==> src/hw/lpmc_pkg.sv <==
package lpmc_pkg;

   // register byte offsets
   localparam logic [7:0] SCR2_OFFSET = 8'h00;
   localparam logic [7:0] TBCR_OFFSET = 8'h04;
   localparam logic [7:0] STAT_OFFSET = 8'h08;

   // system_control_two_register fields
   localparam int SCR2_XEN_BIT = 7;
   localparam int SCR2_XTEN_BIT = 6;
   localparam int SCR2_SYSCK_BIT = 5;
   localparam int SCR2_CPU_HALT_BIT = 4;
   localparam int SCR2_TG_STOP_BIT = 2;
   localparam logic [7:0] SCR2_RESET = 8'h80;
   localparam logic [7:0] SCR2_RW_MASK = 8'hf4;

   // time_base_control_register fields
   localparam int TBCR_EN_BIT = 3;
   localparam int TBCR_SEL_LSB = 0;
   localparam int TBCR_SEL_W = 3;
   localparam logic [7:0] TBCR_RESET = 8'h00;
   localparam logic [7:0] TBCR_RW_MASK = 8'h0f;

   // interrupt latch index of the time base source
   localparam int TB_IRQ_IDX = 7;
   localparam int IRQ_W = 16;
   localparam int PC_W = 16;
   localparam logic [15:0] PC_STEP = 16'h0002;

   // axi responses
   localparam logic [1:0] RESP_OKAY = 2'b00;
   localparam logic [1:0] RESP_SLVERR = 2'b10;

   typedef enum logic [1:0] {
      LPMC_RUN = 2'b00,
      LPMC_CPU_HALT = 2'b01,
      LPMC_TG_HALT = 2'b10,
      LPMC_WAKE = 2'b11
   } lpmc_state_t;

endpackage : lpmc_pkg

==> src/hw/lpmc_axil_slave.sv <==
`timescale 1ns/1ps
module lpmc_axil_slave (
   // clock and reset
   input wire logic aclk,
   input wire logic aresetn,
   // write address and data
   input wire logic [7:0] s_axi_awaddr,
   input wire logic s_axi_awvalid,
   output logic s_axi_awready,
   input wire logic [31:0] s_axi_wdata,
   input wire logic [3:0] s_axi_wstrb,
   input wire logic s_axi_wvalid,
   output logic s_axi_wready,
   // write response
   output logic [1:0] s_axi_bresp,
   output logic s_axi_bvalid,
   input wire logic s_axi_bready,
   // read address and data
   input wire logic [7:0] s_axi_araddr,
   input wire logic s_axi_arvalid,
   output logic s_axi_arready,
   output logic [31:0] s_axi_rdata,
   output logic [1:0] s_axi_rresp,
   output logic s_axi_rvalid,
   input wire logic s_axi_rready,
   // register side
   output logic wr_en,
   output logic [7:0] wr_addr,
   output logic [7:0] wr_data,
   input wire logic wr_err,
   output logic rd_en,
   output logic [7:0] rd_addr,
   input wire logic [31:0] rd_data,
   input wire logic rd_err
);

   logic aw_full_r;
   logic w_full_r;
   logic [7:0] aw_r;
   logic [7:0] wd_r;

   assign s_axi_awready = ~aw_full_r;
   assign s_axi_wready = ~w_full_r;
   assign s_axi_arready = ~s_axi_rvalid;
   assign wr_en = aw_full_r & w_full_r & ~s_axi_bvalid;
   assign wr_addr = aw_r;
   assign wr_data = wd_r;
   assign rd_en = s_axi_arvalid & ~s_axi_rvalid;
   assign rd_addr = s_axi_araddr;

   // address and data may arrive in either order
   always_ff @(posedge aclk) begin
      if (!aresetn) begin
         aw_full_r <= 1'b0;
         aw_r <= 8'h00;
      end else if (s_axi_awvalid && !aw_full_r) begin
         aw_full_r <= 1'b1;
         aw_r <= s_axi_awaddr;
      end else if (wr_en) begin
         aw_full_r <= 1'b0;
      end
   end

   // only lane 0 carries register bits; a masked lane writes zero
   always_ff @(posedge aclk) begin
      if (!aresetn) begin
         w_full_r <= 1'b0;
         wd_r <= 8'h00;
      end else if (s_axi_wvalid && !w_full_r) begin
         w_full_r <= 1'b1;
         wd_r <= s_axi_wstrb[0] ? s_axi_wdata[7:0] : 8'h00;
      end else if (wr_en) begin
         w_full_r <= 1'b0;
      end
   end

   always_ff @(posedge aclk) begin
      if (!aresetn) begin
         s_axi_bvalid <= 1'b0;
         s_axi_bresp <= lpmc_pkg::RESP_OKAY;
      end else if (wr_en) begin
         s_axi_bvalid <= 1'b1;
         s_axi_bresp <= wr_err ? lpmc_pkg::RESP_SLVERR : lpmc_pkg::RESP_OKAY;
      end else if (s_axi_bready) begin
         s_axi_bvalid <= 1'b0;
      end
   end

   always_ff @(posedge aclk) begin
      if (!aresetn) begin
         s_axi_rvalid <= 1'b0;
         s_axi_rdata <= 32'h0000_0000;
         s_axi_rresp <= lpmc_pkg::RESP_OKAY;
      end else if (rd_en) begin
         s_axi_rvalid <= 1'b1;
         s_axi_rdata <= rd_data;
         s_axi_rresp <= rd_err ? lpmc_pkg::RESP_SLVERR : lpmc_pkg::RESP_OKAY;
      end else if (s_axi_rready) begin
         s_axi_rvalid <= 1'b0;
      end
   end

endmodule : lpmc_axil_slave

==> src/hw/lpmc_fall_sync.sv <==
`timescale 1ns/1ps
module lpmc_fall_sync (
   // clock and reset
   input wire logic aclk,
   input wire logic aresetn,
   // asynchronous level in, synchronous event out
   input wire logic async_in,
   output logic fall_pulse
);

   logic meta_r;
   logic sync_r;
   logic prev_r;

   always_ff @(posedge aclk) begin
      if (!aresetn) begin
         meta_r <= 1'b0;
         sync_r <= 1'b0;
         prev_r <= 1'b0;
      end else begin
         meta_r <= async_in;
         sync_r <= meta_r;
         prev_r <= sync_r;
      end
   end

   assign fall_pulse = prev_r & ~sync_r;

endmodule : lpmc_fall_sync

==> src/hw/lpmc_top.sv <==
// Added by the designer: the AXI4-Lite register port and the address map.
`timescale 1ns/1ps
// Summary of operation
// RULE1 - cpu-halt modes stop processor and watchdog, peripherals keep clocks
// RULE2 - all halt modes freeze memory, registers, status word, port latches
// RULE3 - resume address is two bytes past the mode-start instruction
// RULE4 - software clears master enable, sets wake enables, writes cpu-halt bit
// RULE5 - leaving cpu-halt clears its bit and restores previous mode
// RULE6 - external reset ends any low-power mode; restart in fast-only mode
// RULE7 - master enable 0: enabled interrupt wakes, resumes at next instruction
// RULE8 - master enable 1: enabled interrupt wakes and is serviced first
// RULE9 - watchdog interrupt just before cpu-halt entry cancels the entry
// RULE10 - tg-halt modes gate all peripheral clocks except time base timer
// RULE11 - software stops peripherals, then writes tg-halt bit to enter
// RULE12 - leaving tg-halt clears its bit and restores previous mode
// RULE13 - tg-halt start with time base enabled sets time base latch
// RULE14 - and-term 0: time base source falling edge wakes, next instruction
// RULE15 - and-term 1: source falling edge wakes and services time base irq
// RULE16 - tg-halt entry and wake happen whatever time base enable says
// RULE17 - tg-halt wake follows asynchronous clock; may be shorter than period
// RULE18 - watchdog interrupt just before tg-halt entry cancels the entry
// RULE19 - software sets clock select, then clears fast oscillator enable
// RULE20 - software enables fast oscillator, waits warm-up, clears select
// RULE21 - after select clear, keep slow clock until clocks align, then switch
// RULE22 - software turns fast oscillator off before slow-to-stop transition
// RULE23 - illegal oscillator disable raises system clock reset
// RULE24 - software never sets both halt bits in one write
// RULE25 - gating changes only at instruction boundaries, synchronous to clock
module lpmc_top (
   // clock and reset
   input wire logic aclk,
   input wire logic aresetn,
   // axi4-lite write
   input wire logic [7:0] s_axi_awaddr,
   input wire logic s_axi_awvalid,
   output logic s_axi_awready,
   input wire logic [31:0] s_axi_wdata,
   input wire logic [3:0] s_axi_wstrb,
   input wire logic s_axi_wvalid,
   output logic s_axi_wready,
   output logic [1:0] s_axi_bresp,
   output logic s_axi_bvalid,
   input wire logic s_axi_bready,
   // axi4-lite read
   input wire logic [7:0] s_axi_araddr,
   input wire logic s_axi_arvalid,
   output logic s_axi_arready,
   output logic [31:0] s_axi_rdata,
   output logic [1:0] s_axi_rresp,
   output logic s_axi_rvalid,
   input wire logic s_axi_rready,
   // cpu core
   input wire logic instr_boundary,
   input wire logic [15:0] instr_addr,
   input wire logic interrupt_master_enable,
   input wire logic watchdog_irq,
   output logic cpu_run_en,
   output logic watchdog_run_en,
   output logic state_hold,
   output logic [15:0] resume_pc,
   output logic wake_resume,
   output logic wake_service,
   // interrupt logic
   input wire logic [15:0] individual_interrupt_enable,
   input wire logic [15:0] interrupt_request_latch,
   output logic set_time_base_latch,
   // timing generator and time base timer
   input wire logic [7:0] time_base_taps,
   output logic periph_clk_en,
   output logic time_base_clk_en,
   // oscillators and clock switch
   input wire logic lf_clk_in,
   output logic hf_osc_en,
   output logic lf_osc_en,
   output logic sysclk_is_slow,
   output logic sys_clk_reset
);

   lpmc_pkg::lpmc_state_t state_r;
   lpmc_pkg::lpmc_state_t state_nxt;

   logic [7:0] scr2_r;
   logic [7:0] tbcr_r;
   logic [15:0] resume_pc_r;
   logic wake_resume_r;
   logic wake_service_r;
   logic set_tb_latch_r;
   logic slow_active_r;
   logic sys_clk_reset_r;
   logic service_pending_r;

   logic wr_en;
   logic [7:0] wr_addr;
   logic [7:0] wr_data;
   logic wr_err;
   logic rd_en;
   logic [7:0] rd_addr;
   logic [31:0] rd_data;
   logic rd_err;

   logic scr2_wr;
   logic tbcr_wr;
   logic [7:0] scr2_wval;
   logic tb_src_sel;
   logic tb_fall;
   logic lf_fall;
   logic cpu_halt_req;
   logic tg_halt_req;
   logic tb_enable;
   logic cpu_wake;
   logic tb_service;
   logic enter_cpu_halt;
   logic enter_tg_halt;
   logic cancel_halt;
   logic leave_halt;

   lpmc_axil_slave u_bus (
      .aclk(aclk),
      .aresetn(aresetn),
      .s_axi_awaddr(s_axi_awaddr),
      .s_axi_awvalid(s_axi_awvalid),
      .s_axi_awready(s_axi_awready),
      .s_axi_wdata(s_axi_wdata),
      .s_axi_wstrb(s_axi_wstrb),
      .s_axi_wvalid(s_axi_wvalid),
      .s_axi_wready(s_axi_wready),
      .s_axi_bresp(s_axi_bresp),
      .s_axi_bvalid(s_axi_bvalid),
      .s_axi_bready(s_axi_bready),
      .s_axi_araddr(s_axi_araddr),
      .s_axi_arvalid(s_axi_arvalid),
      .s_axi_arready(s_axi_arready),
      .s_axi_rdata(s_axi_rdata),
      .s_axi_rresp(s_axi_rresp),
      .s_axi_rvalid(s_axi_rvalid),
      .s_axi_rready(s_axi_rready),
      .wr_en(wr_en),
      .wr_addr(wr_addr),
      .wr_data(wr_data),
      .wr_err(wr_err),
      .rd_en(rd_en),
      .rd_addr(rd_addr),
      .rd_data(rd_data),
      .rd_err(rd_err)
   );

   // the tap mux sits ahead of the synchroniser; a select change while
   // halted may fake an edge, which only ends the halt early
   assign tb_src_sel = time_base_taps[tbcr_r[lpmc_pkg::TBCR_SEL_LSB +:
                                             lpmc_pkg::TBCR_SEL_W]];

   lpmc_fall_sync u_tb_edge (
      .aclk(aclk),
      .aresetn(aresetn),
      .async_in(tb_src_sel),
      .fall_pulse(tb_fall)
   );

   lpmc_fall_sync u_lf_edge (
      .aclk(aclk),
      .aresetn(aresetn),
      .async_in(lf_clk_in),
      .fall_pulse(lf_fall)
   );

   assign scr2_wr = wr_en && (wr_addr == lpmc_pkg::SCR2_OFFSET);
   assign tbcr_wr = wr_en && (wr_addr == lpmc_pkg::TBCR_OFFSET);
   assign wr_err = !(wr_addr == lpmc_pkg::SCR2_OFFSET ||
                     wr_addr == lpmc_pkg::TBCR_OFFSET ||
                     wr_addr == lpmc_pkg::STAT_OFFSET);
   assign rd_err = !(rd_addr == lpmc_pkg::SCR2_OFFSET ||
                     rd_addr == lpmc_pkg::TBCR_OFFSET ||
                     rd_addr == lpmc_pkg::STAT_OFFSET);
   assign scr2_wval = wr_data & lpmc_pkg::SCR2_RW_MASK;

   always_comb begin
      rd_data = 32'h0000_0000;
      case (rd_addr)
         lpmc_pkg::SCR2_OFFSET: rd_data[7:0] = scr2_r;
         lpmc_pkg::TBCR_OFFSET: rd_data[7:0] = tbcr_r;
         lpmc_pkg::STAT_OFFSET: begin
            rd_data[1:0] = state_r;
            rd_data[2] = slow_active_r;
            rd_data[3] = service_pending_r;
         end
         default: rd_data = 32'h0000_0000;
      endcase
   end

   assign cpu_halt_req = scr2_r[lpmc_pkg::SCR2_CPU_HALT_BIT];
   assign tg_halt_req = scr2_r[lpmc_pkg::SCR2_TG_STOP_BIT];
   assign tb_enable = tbcr_r[lpmc_pkg::TBCR_EN_BIT];

   // a pending watchdog interrupt at the boundary wins over the halt
   assign cancel_halt = (state_r == lpmc_pkg::LPMC_RUN) && instr_boundary &&
                        watchdog_irq && (cpu_halt_req || tg_halt_req); // RULE9 RULE18
   assign enter_cpu_halt = (state_r == lpmc_pkg::LPMC_RUN) &&
                           instr_boundary && !watchdog_irq &&
                           cpu_halt_req; // RULE4 RULE25
   // cpu-halt takes precedence if software breaks the one-bit-per-write rule
   assign enter_tg_halt = (state_r == lpmc_pkg::LPMC_RUN) &&
                          instr_boundary && !watchdog_irq &&
                          !cpu_halt_req && tg_halt_req; // RULE11 RULE16 RULE24
   assign cpu_wake = |(interrupt_request_latch &
                       individual_interrupt_enable); // RULE7 RULE8
   assign tb_service = interrupt_master_enable &&
                       individual_interrupt_enable[lpmc_pkg::TB_IRQ_IDX] &&
                       tb_enable; // RULE14 RULE15
   assign leave_halt = ((state_r == lpmc_pkg::LPMC_CPU_HALT) && cpu_wake) ||
                       ((state_r == lpmc_pkg::LPMC_TG_HALT) && tb_fall); // RULE17

   always_comb begin
      state_nxt = state_r;
      case (state_r)
         lpmc_pkg::LPMC_RUN: begin
            if (enter_cpu_halt) begin
               state_nxt = lpmc_pkg::LPMC_CPU_HALT;
            end else if (enter_tg_halt) begin
               state_nxt = lpmc_pkg::LPMC_TG_HALT;
            end
         end
         lpmc_pkg::LPMC_CPU_HALT: begin
            if (cpu_wake) begin
               state_nxt = lpmc_pkg::LPMC_WAKE;
            end
         end
         lpmc_pkg::LPMC_TG_HALT: begin
            if (tb_fall) begin
               state_nxt = lpmc_pkg::LPMC_WAKE; // RULE16
            end
         end
         lpmc_pkg::LPMC_WAKE: state_nxt = lpmc_pkg::LPMC_RUN;
         default: state_nxt = lpmc_pkg::LPMC_RUN;
      endcase
   end

   // synchronous reset drops any halt and restarts in fast-only mode
   always_ff @(posedge aclk) begin
      if (!aresetn) begin
         state_r <= lpmc_pkg::LPMC_RUN; // RULE6
      end else begin
         state_r <= state_nxt;
      end
   end

   // a software write in the same cycle as the hardware clear wins
   always_ff @(posedge aclk) begin
      if (!aresetn) begin
         scr2_r <= lpmc_pkg::SCR2_RESET; // RULE6
      end else if (scr2_wr) begin
         scr2_r <= scr2_wval; // RULE19 RULE20 RULE22
      end else if (leave_halt || cancel_halt) begin
         scr2_r[lpmc_pkg::SCR2_CPU_HALT_BIT] <= 1'b0; // RULE5
         scr2_r[lpmc_pkg::SCR2_TG_STOP_BIT] <= 1'b0; // RULE12
      end
   end

   always_ff @(posedge aclk) begin
      if (!aresetn) begin
         tbcr_r <= lpmc_pkg::TBCR_RESET;
      end else if (tbcr_wr) begin
         tbcr_r <= wr_data & lpmc_pkg::TBCR_RW_MASK;
      end
   end

   // resume address captured at the start instruction
   always_ff @(posedge aclk) begin
      if (!aresetn) begin
         resume_pc_r <= 16'h0000;
      end else if (enter_cpu_halt || enter_tg_halt) begin
         resume_pc_r <= instr_addr + lpmc_pkg::PC_STEP; // RULE3
      end
   end

   // service decision is latched at wake time so the cpu sees one answer
   always_ff @(posedge aclk) begin
      if (!aresetn) begin
         service_pending_r <= 1'b0;
      end else if ((state_r == lpmc_pkg::LPMC_CPU_HALT) && cpu_wake) begin
         service_pending_r <= interrupt_master_enable; // RULE7 RULE8
      end else if ((state_r == lpmc_pkg::LPMC_TG_HALT) && tb_fall) begin
         service_pending_r <= tb_service; // RULE14 RULE15
      end else if (state_r == lpmc_pkg::LPMC_WAKE) begin
         service_pending_r <= 1'b0;
      end
   end

   always_ff @(posedge aclk) begin
      if (!aresetn) begin
         wake_resume_r <= 1'b0;
         wake_service_r <= 1'b0;
      end else begin
         wake_resume_r <= (state_r == lpmc_pkg::LPMC_WAKE) &&
                          !service_pending_r; // RULE7 RULE14
         wake_service_r <= (state_r == lpmc_pkg::LPMC_WAKE) &&
                           service_pending_r; // RULE8 RULE15
      end
   end

   // time base latch is set as the tg-halt starts, not at wake
   always_ff @(posedge aclk) begin
      if (!aresetn) begin
         set_tb_latch_r <= 1'b0;
      end else begin
         set_tb_latch_r <= enter_tg_halt && tb_enable; // RULE13
      end
   end

   // switch only on a slow clock falling edge so no runt cycle reaches
   // the core; this costs up to one slow period of latency
   always_ff @(posedge aclk) begin
      if (!aresetn) begin
         slow_active_r <= 1'b0;
      end else if (lf_fall) begin
         slow_active_r <= scr2_r[lpmc_pkg::SCR2_SYSCK_BIT]; // RULE21 RULE25
      end
   end

   always_ff @(posedge aclk) begin
      if (!aresetn) begin
         sys_clk_reset_r <= 1'b0;
      end else begin
         sys_clk_reset_r <= scr2_wr &&
            ((!scr2_wval[lpmc_pkg::SCR2_XEN_BIT] &&
              !scr2_wval[lpmc_pkg::SCR2_XTEN_BIT]) ||
             (!scr2_wval[lpmc_pkg::SCR2_XEN_BIT] &&
              !scr2_r[lpmc_pkg::SCR2_SYSCK_BIT]) ||
             (!scr2_wval[lpmc_pkg::SCR2_XTEN_BIT] &&
              scr2_r[lpmc_pkg::SCR2_SYSCK_BIT])); // RULE23
      end
   end

   assign cpu_run_en = (state_r == lpmc_pkg::LPMC_RUN) ||
                       (state_r == lpmc_pkg::LPMC_WAKE); // RULE1
   assign watchdog_run_en = cpu_run_en; // RULE1
   assign state_hold = !cpu_run_en; // RULE2
   assign periph_clk_en = (state_r != lpmc_pkg::LPMC_TG_HALT); // RULE10
   assign time_base_clk_en = 1'b1; // RULE10
   assign resume_pc = resume_pc_r;
   assign wake_resume = wake_resume_r;
   assign wake_service = wake_service_r;
   assign set_time_base_latch = set_tb_latch_r;
   assign hf_osc_en = scr2_r[lpmc_pkg::SCR2_XEN_BIT];
   assign lf_osc_en = scr2_r[lpmc_pkg::SCR2_XTEN_BIT];
   assign sysclk_is_slow = slow_active_r;
   assign sys_clk_reset = sys_clk_reset_r;

endmodule : lpmc_top

==> config.mk <==
export PLATFORM = sky130hd
export DESIGN_NAME = lpmc_top
export DESIGN_NICKNAME = d
export VERILOG_FILES = /design/src/hw/lpmc_pkg.sv /design/src/hw/lpmc_axil_slave.sv /design/src/hw/lpmc_fall_sync.sv /design/src/hw/lpmc_top.sv
export SDC_FILE = /design/constraint.sdc
export NUM_CORES = 1
export LEC_CHECK = 0
export ABC_AREA = 1
export BUFFER_PORTS_ARGS = -buffer_cell sky130_fd_sc_hd__buf_2
export CAP_MARGIN = 20
export CORE_MARGIN = 1
export CORE_UTILIZATION = 45
export DETAILED_ROUTE_END_ITERATION = 6
export PLACE_DENSITY_LB_ADDON = 0.25
export SLEW_MARGIN = 25
export SYNTH_ARGS = -nofsm -noshare
export SYNTH_HDL_FRONTEND = slang
export SYNTH_SLANG_ARGS = --single-unit
==> constraint.sdc <==
create_clock -name aclk -period 4 [get_ports aclk]
set_clock_uncertainty 0.2 [all_clocks]
set_input_delay 1 -clock aclk [delete_from_list [all_inputs] [get_ports aclk]]
set_output_delay 1 -clock aclk [all_outputs]
set_load 0.02 [all_outputs]
; Word-level counts from Yosys, hierarchy flattened
; Cells that the tools add are included.
[op_classes]
bitwise_logic = 12
n_addsub = 1
n_eq_ne = 11
multipliers = 0
n_reduce_logical = 53
shift = 0
muxes = 25
div = 0
order_cmp = 1
[ops]
columns = op, n
row1 = $logic_and 1x1->1, 22
row2 = $add 16x2->16 const B, 1
row3 = $and 16x16->16, 1
row4 = $eq 8x3->1 const B, 2
row5 = $eq 8x4->1 const B, 2
row6 = $logic_not 8->1, 2
row7 = $reduce_or 16->1, 1
row8 = $mux 1, 14
row9 = $mux 2, 6
row10 = $pmux 4 s3, 1
row11 = $logic_or 1x1->1, 11
row12 = $reduce_bool 2->1, 5
row13 = $logic_not 1->1, 9
row14 = $mux 8, 1
row15 = $pmux 2 s4, 1
row16 = $ne 2x2->1 const B, 3
row17 = $not 1->1, 6
row18 = $and 1x1->1, 5
row19 = $eq 2x2->1 const B, 2
row20 = $lt 3x4->1 const B, 1
row21 = $mux 4, 1
row22 = $bmux 1 s3, 1
row23 = $ne 3x3->1 const B, 1
row24 = $reduce_and 3->1, 1
row25 = other kinds (3), 3
[totals]
mem_bits_ro = 0
ff_bits = 71
wordCells = 129
ram_bits = 0
latch_bits = 0
out_inout_bits = 69
mem_count = 0

; Depth between registers and ports, before layout
[depth]
ltp_word = 8
depth_mapped = 11

; By module
; A second synthesis with hierarchy kept.
[unflattened]
cells_unflattened = 600
area_unflattened_um2 = 4345.4
[modules_own_cells]
columns = module, cells_per_inst, n_inst, area_each_um2, seq_area_each_um2
row1 = lpmc_top, 309, 1, 2097.0, 660.6
row2 = lpmc_axil_slave, 269, 1, 2068.2, 1081.0
row3 = lpmc_fall_sync, 11, 2, 90.1, 60.1

; Worst setup path after synthesis
; OpenSTA, ideal clock, no wires.
[synth_timing]
path_type = reg-to-output
from = register state_r[0]
to = output watchdog_run_en
stages_incl_launch_ff = 5
path_buffers = 1
setup_slack_ns = 1.584
arrival_ns = 1.216
cell_sequence = dfxtp_1 > inv_1 > ha_1 > inv_1 > buf_4
[synth_via]
elab_chain_cells = 2
word_cells_on_any_way = 3
[synth_lines]
columns = item, line_no
row1 = start: declaration, lpmc_top.sv:79  ; lpmc_pkg::lpmc_state_t state_r;
row2 = start signal: assignment, lpmc_top.sv:240  ; state_r <= lpmc_pkg::LPMC_RUN;
row3 = start signal: assignment, lpmc_top.sv:242  ; state_r <= state_nxt;
row4 = $eq 2x2->1 or $logic_not 2->1 (tied branches), "lpmc_top.sv:334, lpmc_top.sv:333"
row5 = $logic_or 1x1->1 *, lpmc_top.sv:333  ; assign cpu_run_en = (state_r == lpmc_pkg::LPMC_RUN) ||
row6 = end: declaration, lpmc_top.sv:58  ; output logic watchdog_run_en,
; Every way passes the cells marked *; elsewhere a longest branch is shown, timed or not.

; Worst setup path in the final report
; Ends and elaborated chain as after synthesis.

==> impl_metrics.json <==
{
  "status": "complete, no violations",
  "synth_cell_types": 35,
  "critPathRequiredTime_ns": 2.80,
  "clkLatencyLatePin_ns": 0.33,
  "synth.top_cell.area_share": 0.412,
  "multi_input_area_mm2": 0.00160,
  "clock-root-buffer": "clkbuf_8",
  "portBuffers": 133,
  "cts_buffers": 9,
  "area_delta_synth_final_pct": 24.8,
  "boundaryPins": 188,
  "finalSetupTns_ns": 0,
  "wl_um": 7450,
  "grt-ovfl-total": 0,
  "die_h_um": 88.3,
  "gp_congestion": 0.839,
  "r2r_slack_ns": 1.89,
  "slew_viol_final": 0,
  "worst_slack_ns": 1.39,
  "rows": 31,
  "crit_top_cell": "inv_1",
  "cp_max_fo": 4,
  "placed_cells": 693,
  "relSlewSlack": 0.653,
  "post_cts_buffers": 0,
  "synth_common_cells": "87 x nand2_1, 69 x dfxtp_1, 61 x nor2_1",
  "rsz0062_at_grt": "false",
  "setup_violations": 0,
  "num_vias": 3279,
  "drive_above_1_share": 0.268,
  "yosys.area.top_type": "dfxtp_1",
  "antenna_found_initial": 0,
  "fmax_mhz": 383,
  "ys_top_cells_by_area": "dfxtp_1 41%, nand2_1 9.7%, nor2_1 6.8%",
  "hold_viol_final": 0,
  "grt_usage": 0.188,
  "syn_area_per_cell_um2": 7.08,
  "sequentialPowerShare": 0.445,
  "syn_area_mm2": 0.00335,
  "yosysMostFrequentCell": "nand2_1",
  "p_total_uw": 1670,
  "path_cells": "inv_1 > ha_1 > inv_1 > buf_2",
  "utilization": 0.580,
  "die_w_um": 88.3,
  "crit_buf_inv": 3,
  "grt_pass1_vias": 2682,
  "cp_slowest_stage_delay_ns": 0.37,
  "clk_pin_slew_worst_paths_ns": 0.07,
  "register_area_mm2": 0.00138,
  "ys_async_sr_fraction": 0,
  "first_iter_violations": 93,
  "internal-power_uw": 1160,
  "min_path_type": "reg2reg",
  "cts_hold_buf": 0,
  "dp_slack_ns": 1.45,
  "grt_pass1_wl_um": 11300,
  "seq_area_frac_synth": 0.412,
  "ys_warn_count": 0,
  "switching_power_uw": 514,
  "grt_max_degree": 42,
  "drv_cap": 0,
  "crit_family": "buffers and inverters",
  "viasPerCell": 4.63,
  "comb_power_share": 0.228,
  "ys_ff_latch": 69,
  "ant_nets": 0,
  "layout.nets": 730,
  "fin_cells": 708,
  "initial_core_util": 0.464,
  "clkSinkCount": 69,
  "leakage_uw": 0.00212,
  "h-tree-depth": 3,
  "fin_crit_ns": 2.61,
  "cts_tree": "done",
  "syn_inst": 473,
  "crit_path_end_kind": "output pin",
  "worstMarginPinSlew_ns": 0.520,
  "wl_per_cell_um": 10.5,
  "synth_flop_cell": "dfxtp_1",
  "p_sw_frac": 0.308,
  "drt-pass1-iter-count": 4,
  "p_clk_frac": 0.327,
  "clock_path_buffers": 2,
  "dpl.hpwl_um": 5630,
  "cp_slowest_cell": "dfxtp_1",
  "post-route-period-util": 0.652,
  "cp.arrival_ns": 1.41,
  "vdd_ir_drop_max_mv": 0.193,
  "die_area_mm2": 0.00779,
  "n_antenna_cell": 0,
  "cts_resized": 0,
  "startpoint_type": "register",
  "powerDensity_mw_per_mm2": 400,
  "core_mm2": 0.00721,
  "drc": 0,
  "synth-edff-count": 0,
  "critPathKind": "reg2out",
  "fillers": 713
}
-- worst paths after layout --
path | from | end | cells past startpoint
worst max-delay path | state_r[0] | watchdog_run_en | 4
worst min-delay path | u_lf_edge.meta_r | u_lf_edge.sync_r | 2
worst max register to register | state_r[1] | resume_pc[9] | 11
worst min register to register | u_lf_edge.meta_r | u_lf_edge.sync_r | 2
-- sequential cells by signal, summed over array words and instances (netlist names), 2 cells and up --
| name | flops |
|---|---|
| state_r | 2 |
| scr2_r | 5 |
| u_bus.s_axi_rdata | 8 |
| tbcr_r | 4 |
| resume_pc | 16 |
| u_bus.wr_data | 8 |
| u_bus.wr_addr | 8 |
-- tightest hold or removal path: cells and delay by family, from the launching register on --
family,cells,cell delay (ns)
simple gates,1,0.05
flops,1,0.31
buf+inv,1,0.04
-- power groups by stage --
stage / Combinational (uW) / Sequential [uW] / Clock [uW]
after global placement: 374 / 758 / 0
after global routing: 432 / 747 / 592
after floorplan: 284 / 762 / 0
after CTS: 382 / 743 / 561
after detailed placement: 381 / 759 / 0
final: 381 / 743 / 547
-- routing by layer --
| metal | routed length [um] | share of wire | global-route usage | up-vias |
|---|---|---|---|---|
| met1 | 3390 | 0.46 | 0.229 | 1416 |
| met4 | 99 | 0.013 | 0.0792 | 0 |
| met3 | 476 | 0.064 | 0.0410 | 8 |
| met5 | 0 | 0 | 0 | - |
| li1 | - | - | - | 1739 |
| met2 | 3480 | 0.47 | 0.321 | 116 |
-- through the flow --
step	hold WS [ns]	cell area, um^2
finish	0.221	4180
global route	0.263	4180
CTS	0.223	4180
detailed placement	0.205	3990
global placement	0.207	3990
floorplan	0.186	3440
-- layout by cell type (no fill, tap or decap), drive strengths merged, types with 2 or more instances in the layout --
master  instances
buf           135
nand2          87
dfxtp          69
nor2           67
inv            53
o21ai          47
a21oi          40
conb           27
nand3          23
clkbuf         11
ha              6
nor3            6
o22ai           5
nand4           5
clkinv          5
xnor2           4
xor2            4
nor4            2
a311oi          2
a211oi          2
a31oi           2
-- layout make-up --
class,count,area share
Clock buffer,11,0.0338
Timing Repair Buffer,135,0.163
Multi-Input combinational cell,335,0.382
Clock inverter,4,0.0117
Sequential cell,69,0.330
Tap cell,99,0.0296
Inverter,55,0.0494
-- cell families (layout without fill, tap and decap cells) --
group	after synthesis	in the layout	synth area share
other	2	27	0.00224
xor gates and xnor gates	8	8	0.0209
DFF	69	69	0.412
and+or+nand+nor	194	194	0.245
adders and majority gates	6	6	0.0224
buffers and inverters	94	205	0.138
AOI/OAI and AO/OA	100	100	0.158
Power figures use the tool's default switching activity.
